`config.mk`:
```
export PLATFORM = sky130hd
export DESIGN_NAME = ser_status_regs
export DESIGN_NICKNAME = d
export VERILOG_FILES = /design/src/verilog/ser_pkg.sv /design/src/verilog/ser_status_regs.sv
export SDC_FILE = /design/constraint.sdc
export NUM_CORES = 1
export LEC_CHECK = 0
export BUFFER_PORTS_ARGS = -buffer_cell sky130_fd_sc_hd__clkbuf_2
export CORE_ASPECT_RATIO = 1.5
export CORE_UTILIZATION = 42
export DETAILED_ROUTE_END_ITERATION = 12
export HOLD_SLACK_MARGIN = 0.12
export PLACE_DENSITY = 0.61
export SYNTH_ARGS = -nofsm -noshare
export SYNTH_HDL_FRONTEND = slang
export SYNTH_SLANG_ARGS = --single-unit
```
`constraint.sdc`:
```
create_clock -name I_MCLK -period 3.6 [get_ports I_MCLK]
set_input_delay 0.72 -clock I_MCLK [delete_from_list [all_inputs] [get_ports I_MCLK]]
set_output_delay 0.72 -clock I_MCLK [all_outputs]
set_load 0.02 [all_outputs]
```
`src/verilog/ser_pkg.sv`:
```
/*
  Shared constants for the status event reporting block: command codes,
  condition bit positions, used-bit masks, preset and reset mask values.
  Assumes a single clock domain and 16-bit status registers.
*/
package ser_pkg;

  localparam int REG_W = 16;

  // status byte summary positions
  localparam int SB_OPER_BIT = 7;
  localparam int SB_QUES_BIT = 3;

  // operational condition positions
  localparam int OPER_LIST_ACTIVE_BIT = 14;
  localparam int OPER_LIST_DONE_BIT = 12;
  localparam int OPER_SAMPLE_DONE_BIT = 11;
  localparam int OPER_CONST_CURRENT_BIT = 10;
  localparam int OPER_TRANSIENT_DONE_BIT = 9;
  localparam int OPER_CONST_VOLTAGE_BIT = 8;
  localparam int OPER_TRANSIENT_ARMED_BIT = 6;
  localparam int OPER_AWAITING_TRIGGER_BIT = 5;

  // questionable condition positions
  localparam int QUES_ABSORBING_ENERGY_BIT = 14;
  localparam int QUES_CURRENT_ERROR_BIT = 13;
  localparam int QUES_VOLTAGE_FAULT_BIT = 12;
  localparam int QUES_FOLLOWER_FAULT_BIT = 6;
  localparam int QUES_THERMAL_FAULT_BIT = 3;
  localparam int QUES_CURRENT_REG_FAULT_BIT = 1;
  localparam int QUES_VOLTAGE_REG_FAULT_BIT = 0;

  // implemented bits; unused bits read as zero
  localparam logic [REG_W-1:0] OPER_USED_MASK = 16'h5F60;
  localparam logic [REG_W-1:0] QUES_USED_MASK = 16'h704B;
  // only these questionable bits are ever latched as events
  localparam logic [REG_W-1:0] QUES_LATCH_MASK = 16'h3000;

  // mask values
  localparam logic [REG_W-1:0] OPER_MASK_RESET = 16'h0000;
  localparam logic [REG_W-1:0] QUES_MASK_RESET = 16'h0000;
  localparam logic [REG_W-1:0] OPER_MASK_PRESET = 16'h2001;
  localparam logic [REG_W-1:0] QUES_MASK_PRESET = 16'h00FF;

  localparam logic [REG_W-1:0] EVENT_RESET = 16'h0000;
  localparam logic [REG_W-1:0] COND_RESET = 16'h0000;

  typedef enum logic [3:0] {
    SER_CMD_OPER_COND_RD = 4'h0,
    SER_CMD_OPER_MASK_WR = 4'h1,
    SER_CMD_OPER_MASK_RD = 4'h2,
    SER_CMD_OPER_EVENT_RD = 4'h3,
    SER_CMD_PRESET = 4'h4,
    SER_CMD_QUES_EVENT_RD = 4'h5,
    SER_CMD_QUES_COND_RD = 4'h6,
    SER_CMD_QUES_MASK_WR = 4'h7,
    SER_CMD_QUES_MASK_RD = 4'h8
  } ser_cmd_t;

endpackage : ser_pkg

```
`src/verilog/ser_status_regs.sv`:
```
/*
  Status event reporting registers: operational and questionable groups,
  each with a real-time condition, a read-clear event latch and an enable
  mask, plus the two summary bits of the status byte.
  Assumes condition flags arrive asynchronously from the instrument and
  that the command port is driven by logic on I_MCLK.
*/
// Notes on behaviour
// - status byte bit 7 is OR of operational events enabled by mask.
// - operational mask write stores the supplied value as enable bits.
// - operational mask read returns stored value with no side effect.
// - operational events latch every condition event and clear when read.
// - operational condition shows voltage mode at bit 8, current mode bit 10.
// - preset loads operational mask 8193 and questionable mask 255.
// - questionable events latch only bits 13 and 12.
// - questionable bits 0 and 1 stay real-time and are never latched.
// - questionable events are read-only and clear when read.
// - questionable condition shows live flags, 1 active, 0 inactive.
// - questionable bits 1 and 0 may both be set while settling.
// - status byte bit 3 is OR of questionable events enabled by mask.
// - questionable layout bits 14,13,12,6,3,1,0 as named.
// - questionable mask read returns its stored value.
// - operational condition read returns live value, no latch or clear.
`timescale 1ns/100ps
module ser_status_regs (
  // clock, reset, enable
  input wire logic I_MCLK,
  input wire logic I_RST_N,
  input wire logic I_CE,
  // command port
  input wire logic I_CMD_VALID,
  input wire logic [3:0] I_CMD_CODE,
  input wire logic [15:0] I_CMD_DATA,
  output logic O_RSP_VALID,
  output logic [15:0] O_RSP_DATA,
  // raw condition flags from the instrument
  input wire logic [15:0] I_OPER_COND_RAW,
  input wire logic [15:0] I_QUES_COND_RAW,
  // status byte
  output logic [7:0] O_STATUS_BYTE
);

  localparam int W = ser_pkg::REG_W;

  // flag synchronisers and edge history
  logic [W-1:0] oper_s1_q, oper_s1_d;
  logic [W-1:0] oper_s2_q, oper_s2_d;
  logic [W-1:0] ques_s1_q, ques_s1_d;
  logic [W-1:0] ques_s2_q, ques_s2_d;
  logic [W-1:0] oper_prev_q, oper_prev_d;
  logic [W-1:0] ques_prev_q, ques_prev_d;
  logic [W-1:0] oper_cond, ques_cond;
  logic [W-1:0] oper_rise, ques_rise;

  // register state
  logic [W-1:0] oper_mask_q, oper_mask_d;
  logic [W-1:0] ques_mask_q, ques_mask_d;
  logic [W-1:0] oper_ev_q, oper_ev_d;
  logic [W-1:0] ques_ev_q, ques_ev_d;
  logic rsp_valid_q, rsp_valid_d;
  logic [W-1:0] rsp_data_q, rsp_data_d;

  ser_pkg::ser_cmd_t cmd;
  logic take;
  logic oper_clr, ques_clr;

  assign cmd = ser_pkg::ser_cmd_t'(I_CMD_CODE);
  assign take = I_CMD_VALID & I_CE;

  always_comb begin
    oper_s1_d = I_OPER_COND_RAW;
    ques_s1_d = I_QUES_COND_RAW;
    oper_s2_d = oper_s1_q;
    ques_s2_d = ques_s1_q;
    oper_prev_d = oper_cond;
    ques_prev_d = ques_cond;
  end

  always_ff @(posedge I_MCLK) begin
    if (!I_RST_N) begin
      oper_s1_q <= ser_pkg::COND_RESET;
      oper_s2_q <= ser_pkg::COND_RESET;
      ques_s1_q <= ser_pkg::COND_RESET;
      ques_s2_q <= ser_pkg::COND_RESET;
      oper_prev_q <= ser_pkg::COND_RESET;
      ques_prev_q <= ser_pkg::COND_RESET;
    end else if (I_CE) begin
      oper_s1_q <= oper_s1_d;
      oper_s2_q <= oper_s2_d;
      ques_s1_q <= ques_s1_d;
      ques_s2_q <= ques_s2_d;
      oper_prev_q <= oper_prev_d;
      ques_prev_q <= ques_prev_d;
    end
  end

  assign oper_cond = oper_s2_q & ser_pkg::OPER_USED_MASK;
  assign ques_cond = ques_s2_q & ser_pkg::QUES_USED_MASK;

  // an event is a flag going active
  assign oper_rise = oper_cond & ~oper_prev_q;
  // only current and voltage errors latch
  assign ques_rise = ques_cond & ~ques_prev_q & ser_pkg::QUES_LATCH_MASK;

  always_comb begin
    oper_clr = 1'b0;
    ques_clr = 1'b0;
    oper_mask_d = oper_mask_q;
    ques_mask_d = ques_mask_q;
    rsp_valid_d = 1'b0;
    rsp_data_d = rsp_data_q;
    if (take) begin
      rsp_valid_d = 1'b1;
      rsp_data_d = '0;
      unique case (cmd)
        ser_pkg::SER_CMD_OPER_COND_RD: rsp_data_d = oper_cond;
        ser_pkg::SER_CMD_OPER_MASK_WR: oper_mask_d = I_CMD_DATA;
        ser_pkg::SER_CMD_OPER_MASK_RD: rsp_data_d = oper_mask_q;
        ser_pkg::SER_CMD_OPER_EVENT_RD: begin
          rsp_data_d = oper_ev_q;
          oper_clr = 1'b1;
        end
        ser_pkg::SER_CMD_PRESET: begin
          oper_mask_d = ser_pkg::OPER_MASK_PRESET;
          ques_mask_d = ser_pkg::QUES_MASK_PRESET;
        end
        ser_pkg::SER_CMD_QUES_EVENT_RD: begin
          rsp_data_d = ques_ev_q;
          ques_clr = 1'b1;
        end
        ser_pkg::SER_CMD_QUES_COND_RD: rsp_data_d = ques_cond;
        ser_pkg::SER_CMD_QUES_MASK_WR: ques_mask_d = I_CMD_DATA;
        ser_pkg::SER_CMD_QUES_MASK_RD: rsp_data_d = ques_mask_q;
        default: rsp_data_d = '0;
      endcase
    end
    // a new event beats the read-clear
    oper_ev_d = (oper_clr ? ser_pkg::EVENT_RESET : oper_ev_q) | oper_rise;
    ques_ev_d = (ques_clr ? ser_pkg::EVENT_RESET : ques_ev_q) | ques_rise;
  end

  always_ff @(posedge I_MCLK) begin
    if (!I_RST_N) begin
      oper_mask_q <= ser_pkg::OPER_MASK_RESET;
      ques_mask_q <= ser_pkg::QUES_MASK_RESET;
      oper_ev_q <= ser_pkg::EVENT_RESET;
      ques_ev_q <= ser_pkg::EVENT_RESET;
      rsp_valid_q <= 1'b0;
      rsp_data_q <= '0;
    end else if (I_CE) begin
      oper_mask_q <= oper_mask_d;
      ques_mask_q <= ques_mask_d;
      oper_ev_q <= oper_ev_d;
      ques_ev_q <= ques_ev_d;
      rsp_valid_q <= rsp_valid_d;
      rsp_data_q <= rsp_data_d;
    end
  end

  assign O_RSP_VALID = rsp_valid_q;
  assign O_RSP_DATA = rsp_data_q;

  always_comb begin
    O_STATUS_BYTE = 8'h00;
    O_STATUS_BYTE[ser_pkg::SB_OPER_BIT] = |(oper_ev_q & oper_mask_q);
    O_STATUS_BYTE[ser_pkg::SB_QUES_BIT] = |(ques_ev_q & ques_mask_q);
  end
endmodule : ser_status_regs

```
==> summary.md, run 1 <==
| Metric | Value |
|---|---|
| # clock sinks | between 90 and 100 |
| VDD IR-drop max | about 320 uV |
| Resized Gates After CTS | 0 |
| Finished Layout Cells | ~600 |
| Yosys warnings | 0 |
| CP Launch Type | input port |
| Avg Inst Size Synth | around 9.5 um2 |
| DIE AREA | 0.0101 mm2 |
| Routed wire length | between 9000 and 10000 um |
| Post-route ant nets | 0 |
| Number of global-route vias before repair | 2989 |
| Initial DRC count | 333 |
| P&R area growth vs syn | 14.1% |
| First-pass DRT Iterations | 5 |
| Pwr per Cell Area | 474 mW/mm2 |
| Max_cap viols | 0 |
| Setup TNS | 0 ns |
| CTS Root Buffer Type | clkbuf_16 |
| Top delay family on crit path | simple AND/OR/NAND/NOR gates |
| DR WL/cell | ~16 um |
| Gr ovfl total | 0 |
| Antenna violations before repair | 0 |
| Synthesis-stage register bit count | just under 100 |
| Seq/Total Area, Yosys | about half |
| Crit Path Max Fanout | 17 |
| Die Ht | around 120 um |
| Status | finished clean |
| Initial Utilization | a little over two fifths |
| Ports | 81 |
| DRC Markers | 0 |
| CP Cell Sequence | clkbuf_2 > and2b_1 > nand4_1 > o22ai_1 > nor2_1 |
| Layout fillers | ~900 |
| Max Slew Vio Count | 0 |
| Die W | roughly 83 um |
| Post-synth top area share | slightly below 50% |
| Distinct cells, synth | 46 |
| CTS max path bufs | 2 |
| Wire length on met2 | between 4000 and 5000 um |
| Clk Latency, worst-skew pair | around 0.34 ns |
| Setup WS pre-CTS | approximately 1.1 ns |
| Row Count | between 40 and 50 |
| Power, Total | between 2000 and 2500 uW |
| Post-layout min period | around 2.2 ns |
| EDFF count, synth | 0 |
| Cells after DPL | 572 |
| Cells after Synth | 429 |
| Met3 Wirelength | roughly 430 um |
| RSZ-0062 raised after global routing | no |
| Fin worst setup slack | approximately 1.4 ns |
| Synth Cell Area | 0.00408 mm2 |
| Final Hold Fails | 0 |
| First-pass GRT wire length | 15200 um |
| Hold_buf cts | 0 |
| CTS tree | built |
| Core area | 0.00936 mm2 |
| Tightest Pin Transition | 0.823 ns |
| HPWL Detailed | 6690 um |
| CP Capture Type | flop |
| WS Path Type | in -> reg |
| Vias | 3276 |
| Final Skew | a little over 0.006 ns |
| CP Buf/Inv Count | 1 |
| Top FF cell, synth | dfxtp_1 |
| WL met1 | ~4300 um |
| Static Leak | 0.00189 uW |
| Gr usage total | about a fifth |
| Final Cycle Share | about three fifths |
| Port-buffer cells | 57 |
| Async S/R FF share, synth | 0% |
| Via density | between 5 and 6 |
| Commonest non-fill, non-tap cell in the layout | dfxtp_1 |
| Largest area contributor in the netlist | dfxtp_1 |
| Nets | 527 |
| Commonest cells after routing, fill and taps aside | 99 x dfxtp_1, 85 x nor2_1, 57 x clkbuf_2 |
| Synth area leaders | dfxtp_1 49%, mux2i_1 9.3%, nor2_1 7.8% |
| Max Clk Rate | between 400 and 500 MHz |
| CP required | 3.81 ns |
| H-tree levels | 3 |
| Gpl congestion | slightly above 0.8 |
| Layout cells sized above 1 | roughly 20% |
| Rel. slew slack | ~45% |
| Clock transition at path regs | roughly 0.06 ns |
| Largest net degree at the start of global routing | 57 |
| Top sig layer | met4 |
| Slowest stage delay, CP | approximately 0.61 ns |
| CTS Buf Count | 9 |
| # setup viols final | 0 |
| Crit path DAT | between 2 and 2.5 ns |
| Postcts setup bufs | 0 |
| ANT cells | 0 |
| Slowest-stage cell, CP | and2b_1 |
| Hold crit path type | reg -> reg |
-- power by group --
part	leakage, uW	internal (uW)	switching, uW
registers	0.000803	1120	18.2
clock network	0.000142	507	399
logic	0.000943	60.8	102
-- logic make-up after synthesis --
logic type	share of synthesized area, %
compound gates	19.1
buf+inv	5.09
flops	48.5
mux	10.7
other cells	0.0918
simple gates	16.5
-- Yosys cell counts, drive strengths merged, types with 4 or more instances --
cell type and n:
dfxtp 99, nor2 85, a22oi 38, mux2i 38, buf 23, a21oi 19
nand2 18, a22o 15, clkbuf 12, nand2b 9, o22ai 8, o21ai 7
nor3 6, a32oi 5, inv 5, mux2 5, nor2b 4, o32ai 4
-- worst register-to-register path: stages (launching register included) --
cell	delay (ns)
dfxtp_1	0.33
mux2_2	0.27
a32oi_1	0.15
a21o_1	0.16
a21oi_1	0.07
-- registers in the layout, summed over array words and instances, names as in the netlist --
register and cells:
O_RSP_DATA 16, oper_mask_q 16, ques_mask_q 16, oper_ev_q 8
oper_prev_q 8, oper_s1_q 8, oper_s2_q 8, ques_s1_q 7
ques_s2_q 7, ques_ev_q 2, ques_prev_q 2, O_RSP_VALID 1
-- metrics by stage --
step	area (um2)	utilization, %	hold WS, ns
finish	4660	49.8	0.445
global route	4660	49.8	0.485
CTS	4660	49.8	0.450
detailed placement	4370	46.7	0.442
global placement	4370	46.7	0.437
floorplan	4100	-	0.451
-- path summary, 6_finish.rpt --
check,from,endpoint,slack (ns),cells after the start
setup / recovery,I_CMD_CODE[3],ques_mask_q[3]$_SDFFE_PN0P_,1.37,5
hold / removal,O_RSP_DATA[0]$_SDFFE_PN0P_,O_RSP_DATA[0]$_SDFFE_PN0P_,0.45,2
setup reg to reg,oper_ev_q[10]$_SDFFE_PN0P_,O_RSP_DATA[10]$_SDFFE_PN0P_,2.50,4
hold reg to reg,O_RSP_DATA[0]$_SDFFE_PN0P_,O_RSP_DATA[0]$_SDFFE_PN0P_,0.45,2
-- area by class of cell --
| cell class | instances | area, um2 | area share (%) |
|---|---|---|---|
| timing repair buffer | 61 | 315 | 6.77 |
| sequential | 99 | 1980 | 42.5 |
| multi-input combinational | 294 | 1910 | 41.0 |
| tap | 112 | 140 | 3.01 |
| inverter | 6 | 22.5 | 0.483 |
| clock inverter | 5 | 35.0 | 0.752 |
| clock buffer | 11 | 253 | 5.42 |
-- per-layer routing --
layer / track usage (%) / vias to the layer above
li1: - / 1611
met1: 25.3 / 1549
met2: 32.9 / 97
met3: 2.90 / 19
met4: 11.2 / 0
met5: 0 / -
(Power assumes the default switching activity.)
==> inputs of run 2 (changes only) <==
Settings changed: PLACE_DENSITY 0.61 to 0.63.
Clock period 3.6 ns to 1.9 ns, I/O delays scaled along.
==> summary.md, run 2 (synthesized netlist as in run 1, its figures left out) <==
| Metric | Value |
|---|---|
| Status | finished clean |
| Post-route ant nets | 0 |
| First-pass DRT Iterations | 5 |
| Commonest cells after routing, fill and taps aside | 99 x dfxtp_1, 85 x nor2_1, 57 x clkbuf_2 |
| Critical path endpoint | O_STATUS_BYTE[7] |
| Rel. slew slack | between 40% and 50% |
| Layout fillers | ~900 |
| Reg2Reg Setup Slack | 0.83 ns |
| VDD IR-drop max | ~550 uV |
| Die Ht | roughly 120 um |
| Layout cells sized above 1 | roughly a quarter |
| P&R area growth vs syn | 20.1% |
| ANT cells | 0 |
| Setup WS pre-CTS | ~0.069 ns |
| Initial Utilization | 43.6% |
| Via density | ~5.5 |
| DRC Markers | 0 |
| Gr usage total | between 20% and 30% |
| Hold_ws | between 0.2 and 0.3 ns |
| Final Skew | 0.00668 ns |
| Largest net degree at the start of global routing | 89 |
| CTS max path bufs | 2 |
| Row Count | 43 |
| Slowest-stage cell, CP | dfxtp_1 |
| Hold_buf cts | 0 |
| H-tree levels | 3 |
| WS Path Type | reg -> out |
| Finished Layout Cells | 613 |
| Clock transition at path regs | 0.07 ns |
| Antenna violations before repair | 0 |
| Static Leak | 0.00203 uW |
| Commonest non-fill, non-tap cell in the layout | dfxtp_1 |
| Number of global-route vias before repair | a little over 3k |
| Final Hold Fails | 0 |
| Tightest Pin Transition | about 0.84 ns |
| Vias | between 3k and 4k |
| CP Launch Type | flop |
| Routed wire length | a little under 10000 um |
| Slowest stage delay, CP | about 0.33 ns |
| RR Endpoint | O_RSP_DATA[10]$_SDFFE_PN0P_ |
| Crit path DAT | between 1 and 1.5 ns |
| CTS Buf Count | 9 |
| Top delay family on crit path | flip-flops |
| Die W | 82.5 um |
| CP Capture Type | primary output |
| Worst r2r src | oper_mask_q[10]$_SDFFE_PN0P_ |
| CP Cell Sequence | a22oi_1 > nand4_1 > clkbuf_2 |
| Max Slew Vio Count | 0 |
| CP Depth | 3 |
| FF-to-FF path depth | 4 |
| Pwr per Cell Area | 905 mW/mm2 |
| Hold crit path type | in -> reg |
| HPWL Detailed | between 7000 and 8000 um |
| Nets | ~550 |
| CTS tree | built |
| Clk Latency, worst-skew pair | about 0.35 ns |
| CTS Root Buffer Type | clkbuf_16 |
| Crit Path Max Fanout | 3 |
| CP startpoint | oper_mask_q[6]$_SDFFE_PN0P_ |
| Resized Gates After CTS | 0 |
| CP required | 1.52 ns |
| # setup viols final | 0 |
| Initial DRC count | 244 |
| RSZ-0062 raised after global routing | no |
| DR WL/cell | between 15 and 20 um |
| Postcts setup bufs | 0 |
| # clock sinks | between 90 and 100 |
| CP Buf/Inv Count | 1 |
| Port-buffer cells | 57 |
| Max_cap viols | 0 |
| Core area | ~0.0094 mm2 |
| Max Clk Rate | between 600 and 700 MHz |
| Gpl congestion | 0.878 |
| Gr ovfl total | 0 |
| Cells after DPL | ~600 |
| Ports | between 80 and 90 |
| Fin worst setup slack | 0.286 ns |
| Final Cycle Share | a little over four fifths |
| Setup TNS | 0 ns |
| DIE AREA | roughly 0.010 mm2 |
| Post-layout min period | between 1.5 and 2 ns |
| First-pass GRT wire length | approximately 16000 um |
## run 2: cell count changes in the layout (fill, tap and decap cells not counted)
cell        before  now
clkinvlp_4       1    2
buf_12           0    2
clkinv_2         2    1
clkinv_4         1    0
buf_4            4   27
clkbuf_1         0    1
clkbuf_8         2    0
bufinv_16        0    2
## run 2: worst min path at each step
stage          slack (ns)                   startpoint  depth (start not counted)                     endpoint
6_report             0.27          I_OPER_COND_RAW[12]                          3   oper_s1_q[12]$_SDFFE_PN0P_
5_1_grt              0.27           I_QUES_COND_RAW[1]                          3    ques_s1_q[1]$_SDFFE_PN0P_
4_1_cts              0.26          I_OPER_COND_RAW[12]                          3   oper_s1_q[12]$_SDFFE_PN0P_
3_5_place_dp         0.44   O_RSP_DATA[6]$_SDFFE_PN0P_                          2   O_RSP_DATA[6]$_SDFFE_PN0P_
3_3_place_gp         0.44  O_RSP_DATA[14]$_SDFFE_PN0P_                          2  O_RSP_DATA[14]$_SDFFE_PN0P_
2_1_floorplan        0.45  oper_prev_q[5]$_SDFFE_PN0P_                          2  oper_prev_q[5]$_SDFFE_PN0P_
## run 2: final cells by class
cell class                      count  area (um2)  share of cell area, %
Multi-Input combinational cell    294        1910                   39.0
Sequential cell                    99        1980                   40.4
Tap cell                          112         140                   2.86
Timing Repair Buffer               86         528                   10.8
Inverter                            6        22.5                  0.459
Clock inverter                      6        88.8                   1.81
Clock buffer                       10         229                   4.67
## run 2: power breakdown
group	internal [uW]	leakage, uW	total (uW)	switching [uW]
clock	1160	0.000149	1940	781
sequential	2120	0.000803	2160	34.4
combinational	142	0.00108	340	199
total	3420	0.00203	4440	1010
## run 2: routing by layer
metal,up-vias,track usage (%),wire (um)
met3,22,4.24,524
met4,0,11.5,325
met2,96,33.9,4780
met5,-,0,0
li1,1662,-,-
met1,1588,25.4,4270
## run 2: worst register-to-register path, delay by kind of cell, from the launching register on
kind / cells / cell delay [ns]
multiplexers: 1 / 0.27
flip-flops: 1 / 0.33
AO/OA/AOI/OAI: 3 / 0.35
## run 2: through the flow
stage / cell area (um2) / util, % / total power, uW
2_1_floorplan: 4100 / - / 2420
3_3_place_gp: 4590 / 49.0 / 2540
3_5_place_dp: 4590 / 49.0 / 2540
4_1_cts: 4900 / 52.4 / 4470
5_1_grt: 4900 / 52.4 / 4580
6_report: 4900 / 52.4 / 4440
==> inputs of run 3 (changes only) <==
Clock period 1.9 ns to 1.38 ns, I/O delays scaled along.
==> summary.md, run 3 (synthesized netlist as in run 1, its figures left out) <==
| Metric | Value |
|---|---|
| Status | finished with violations |
| Failing checks | setup timing |
| Sw frac | between 20% and 30% |
| Gr ovfl total | 0 |
| Commonest cells after routing, fill and taps aside | 91 x dfxtp_1, 84 x nor2_1, 55 x clkbuf_2 |
| P&R area growth vs syn | 23.2% |
| Pwr per Cell Area | approximately 1200 mW/mm2 |
| Commonest non-fill, non-tap cell in the layout | dfxtp_1 |
| CP Capture Type | primary output |
| Post-layout util | a little over half |
| Gpl congestion | approximately 0.94 |
| CTS tree | built |
| Via density | 5.42 |
| Static Leak | roughly 0.0021 uW |
| CP Cell Sequence | a22oi_2 > nand4_1 > clkbuf_8 |
| DRC Markers | 0 |
| Final Skew | a little under 0.005 ns |
| P_sw | roughly 1300 uW |
| DR WL/cell | ~16 um |
| Gr usage total | 21.6% |
| Hold path startpoint | I_OPER_COND_RAW[8] |
| Ports | a little over 80 |
| Tightest Pin Transition | ~0.83 ns |
| Logic pwr share | under 10% |
| Final Hold Fails | 0 |
| First-pass GRT wire length | about 16000 um |
| Clk Latency, worst-skew pair | 0.34 ns |
| Max Slew Vio Count | 0 |
| Antenna violations before repair | 0 |
| CTS Root Buffer Type | clkbuf_16 |
| Routed wire length | approximately 10000 um |
| Layout cells sized above 1 | 28.1% |
| Register area | 0.00199 mm2 |
| Clock transition at path regs | 0.06 ns |
| Rel. slew slack | around 44% |
| Max Clk Rate | around 680 MHz |
| Final Cycle Share | 107% |
| Fin worst setup slack | -0.101 ns |
| Post-route ant nets | 0 |
| CP Launch Type | flop |
| Core area | ~0.0094 mm2 |
| CP required | approximately 1.1 ns |
| Largest net degree at the start of global routing | 89 |
| Finished Layout Cells | 620 |
| DIE AREA | 0.0101 mm2 |
| FF-to-FF path depth | 4 |
| Max_cap viols | 0 |
| Hold_buf cts | 0 |
| Crit Path Max Fanout | 2 |
| Worst hold path endpoint | oper_s1_q[8]$_SDFFE_PN0P_ |
| Slowest stage delay, CP | approximately 0.32 ns |
| Initial Utilization | between 40% and 50% |
| Nets | 562 |
| Layout fillers | roughly 900 |
| Worst r2r src | oper_ev_q[6]$_SDFFE_PN0P_ |
| Slowest-stage cell, CP | dfxtp_2 |
| H-tree levels | 3 |
| VDD IR-drop max | approximately 680 uV |
| Cells after DPL | slightly above 600 |
| Setup TNS | -0.101 ns |
| Clock share of power | between 40 and 50% |
| Multi-input logic area | just under 0.002 mm2 |
| ANT cells | 0 |
| Initial DRC count | ~260 |
| RSZ-0062 raised after global routing | yes |
| HPWL Detailed | ~7300 um |
| Number of global-route vias before repair | about 3.2k |
| Die W | ~83 um |
| Placed inst area | between 0.004 and 0.005 mm2 |
| # setup viols final | 1 |
| Reg power frac | around half |
| CTS max path bufs | 2 |
| Crit path DAT | about 1.2 ns |
| First-pass DRT Iterations | 5 |
| Reg2Reg Setup Slack | about 0.24 ns |
| Post-layout min period | 1.48 ns |
| WS Path Type | reg -> out |
| RR Endpoint | O_RSP_DATA[6]$_SDFFE_PN0P_ |
| Layout Cell Area excl Fill | around 0.0050 mm2 |
| Die Ht | about 120 um |
| Hold crit path type | in -> reg |
| # clock sinks | 99 |
| CTS Buf Count | 9 |
| Vias | roughly 3.4k |
| Worst hold path stage count | 3 |
| Port-buffer cells | between 50 and 60 |
| Row Count | 43 |
| Internal Power | around 4500 uW |
[run 3: changes by cell type in the layout (fill, tap and decap cells not counted), moves of 5 or more]
cell      previous run  this run
dfxtp_1             99        91
buf_4               27        35
clkbuf_8             0         5
dfxtp_2              0         8
[run 3: worst max path at each step]
stage | startpoint | end | slack [ns] | cells past startpoint
2_1_floorplan | I_CMD_CODE[2] | O_RSP_DATA[0]$_SDFFE_PN0P_ | 0.003 | 5
3_3_place_gp | I_CMD_CODE[2] | O_RSP_DATA[15]$_SDFFE_PN0P_ | -0.35 | 6
3_5_place_dp | I_CMD_CODE[2] | O_RSP_DATA[15]$_SDFFE_PN0P_ | -0.36 | 6
4_1_cts | oper_ev_q[6]$_SDFFE_PN0P_ | O_STATUS_BYTE[7] | -0.1 | 3
5_1_grt | oper_ev_q[6]$_SDFFE_PN0P_ | O_STATUS_BYTE[7] | -0.14 | 3
6_report | oper_ev_q[6]$_SDFFE_PN0P_ | O_STATUS_BYTE[7] | -0.10 | 3
[run 3: cell type report]
class | instances | share of cell area [%]
inverter | 6 | 0.448
multi-input combinational | 294 | 39.0
sequential | 99 | 39.6
tap | 112 | 2.79
clock buffer | 12 | 5.30
timing repair buffer | 96 | 12.7
clock inverter | 1 | 0.174
[run 3: power by group through the flow]
| stage | logic [uW] | registers (uW) | clock network [uW] |
|---|---|---|---|
| after floorplan | 311 | 3020 | 0 |
| after global placement | 482 | 3030 | 0 |
| after detailed placement | 492 | 3040 | 0 |
| after CTS | 502 | 2970 | 2420 |
| after global routing | 555 | 2980 | 2530 |
| final | 505 | 2970 | 2360 |
[run 3: routing by layer]
layer	track usage, %	vias to the layer above	share of wire, %
li1	-	1677	-
met1	27.1	1591	43
met2	35.0	76	50
met3	4.46	16	3.8
met4	10.2	0	2.3
met5	0	-	0
[run 3: worst max-delay path: cells and delay by family, from the launching register on]
family	cells	cell delay [ns]
DFF	1	0.32
and+or+nand+nor	1	0.16
buffers and inverters	1	0.18
AOI/OAI and AO/OA	1	0.20
[run 3: what timing repair did]
item / in CTS / in global routing
gates cloned: 0 / 0
pin swaps: 3 / 3
endpoints found under the setup margin: 12 / 34
setup buffers: 2 / 1
resized for setup: 15 / 8
[run 3: through the flow]
stage	setup WS [ns]	power, uW	hold slack, ns
after global placement	-0.352	3520	0.438
after global routing	-0.143	6060	0.169
after CTS	-0.0986	5900	0.157
final	-0.101	5840	0.165
after detailed placement	-0.359	3530	0.441
after floorplan	0.00315	3330	0.414
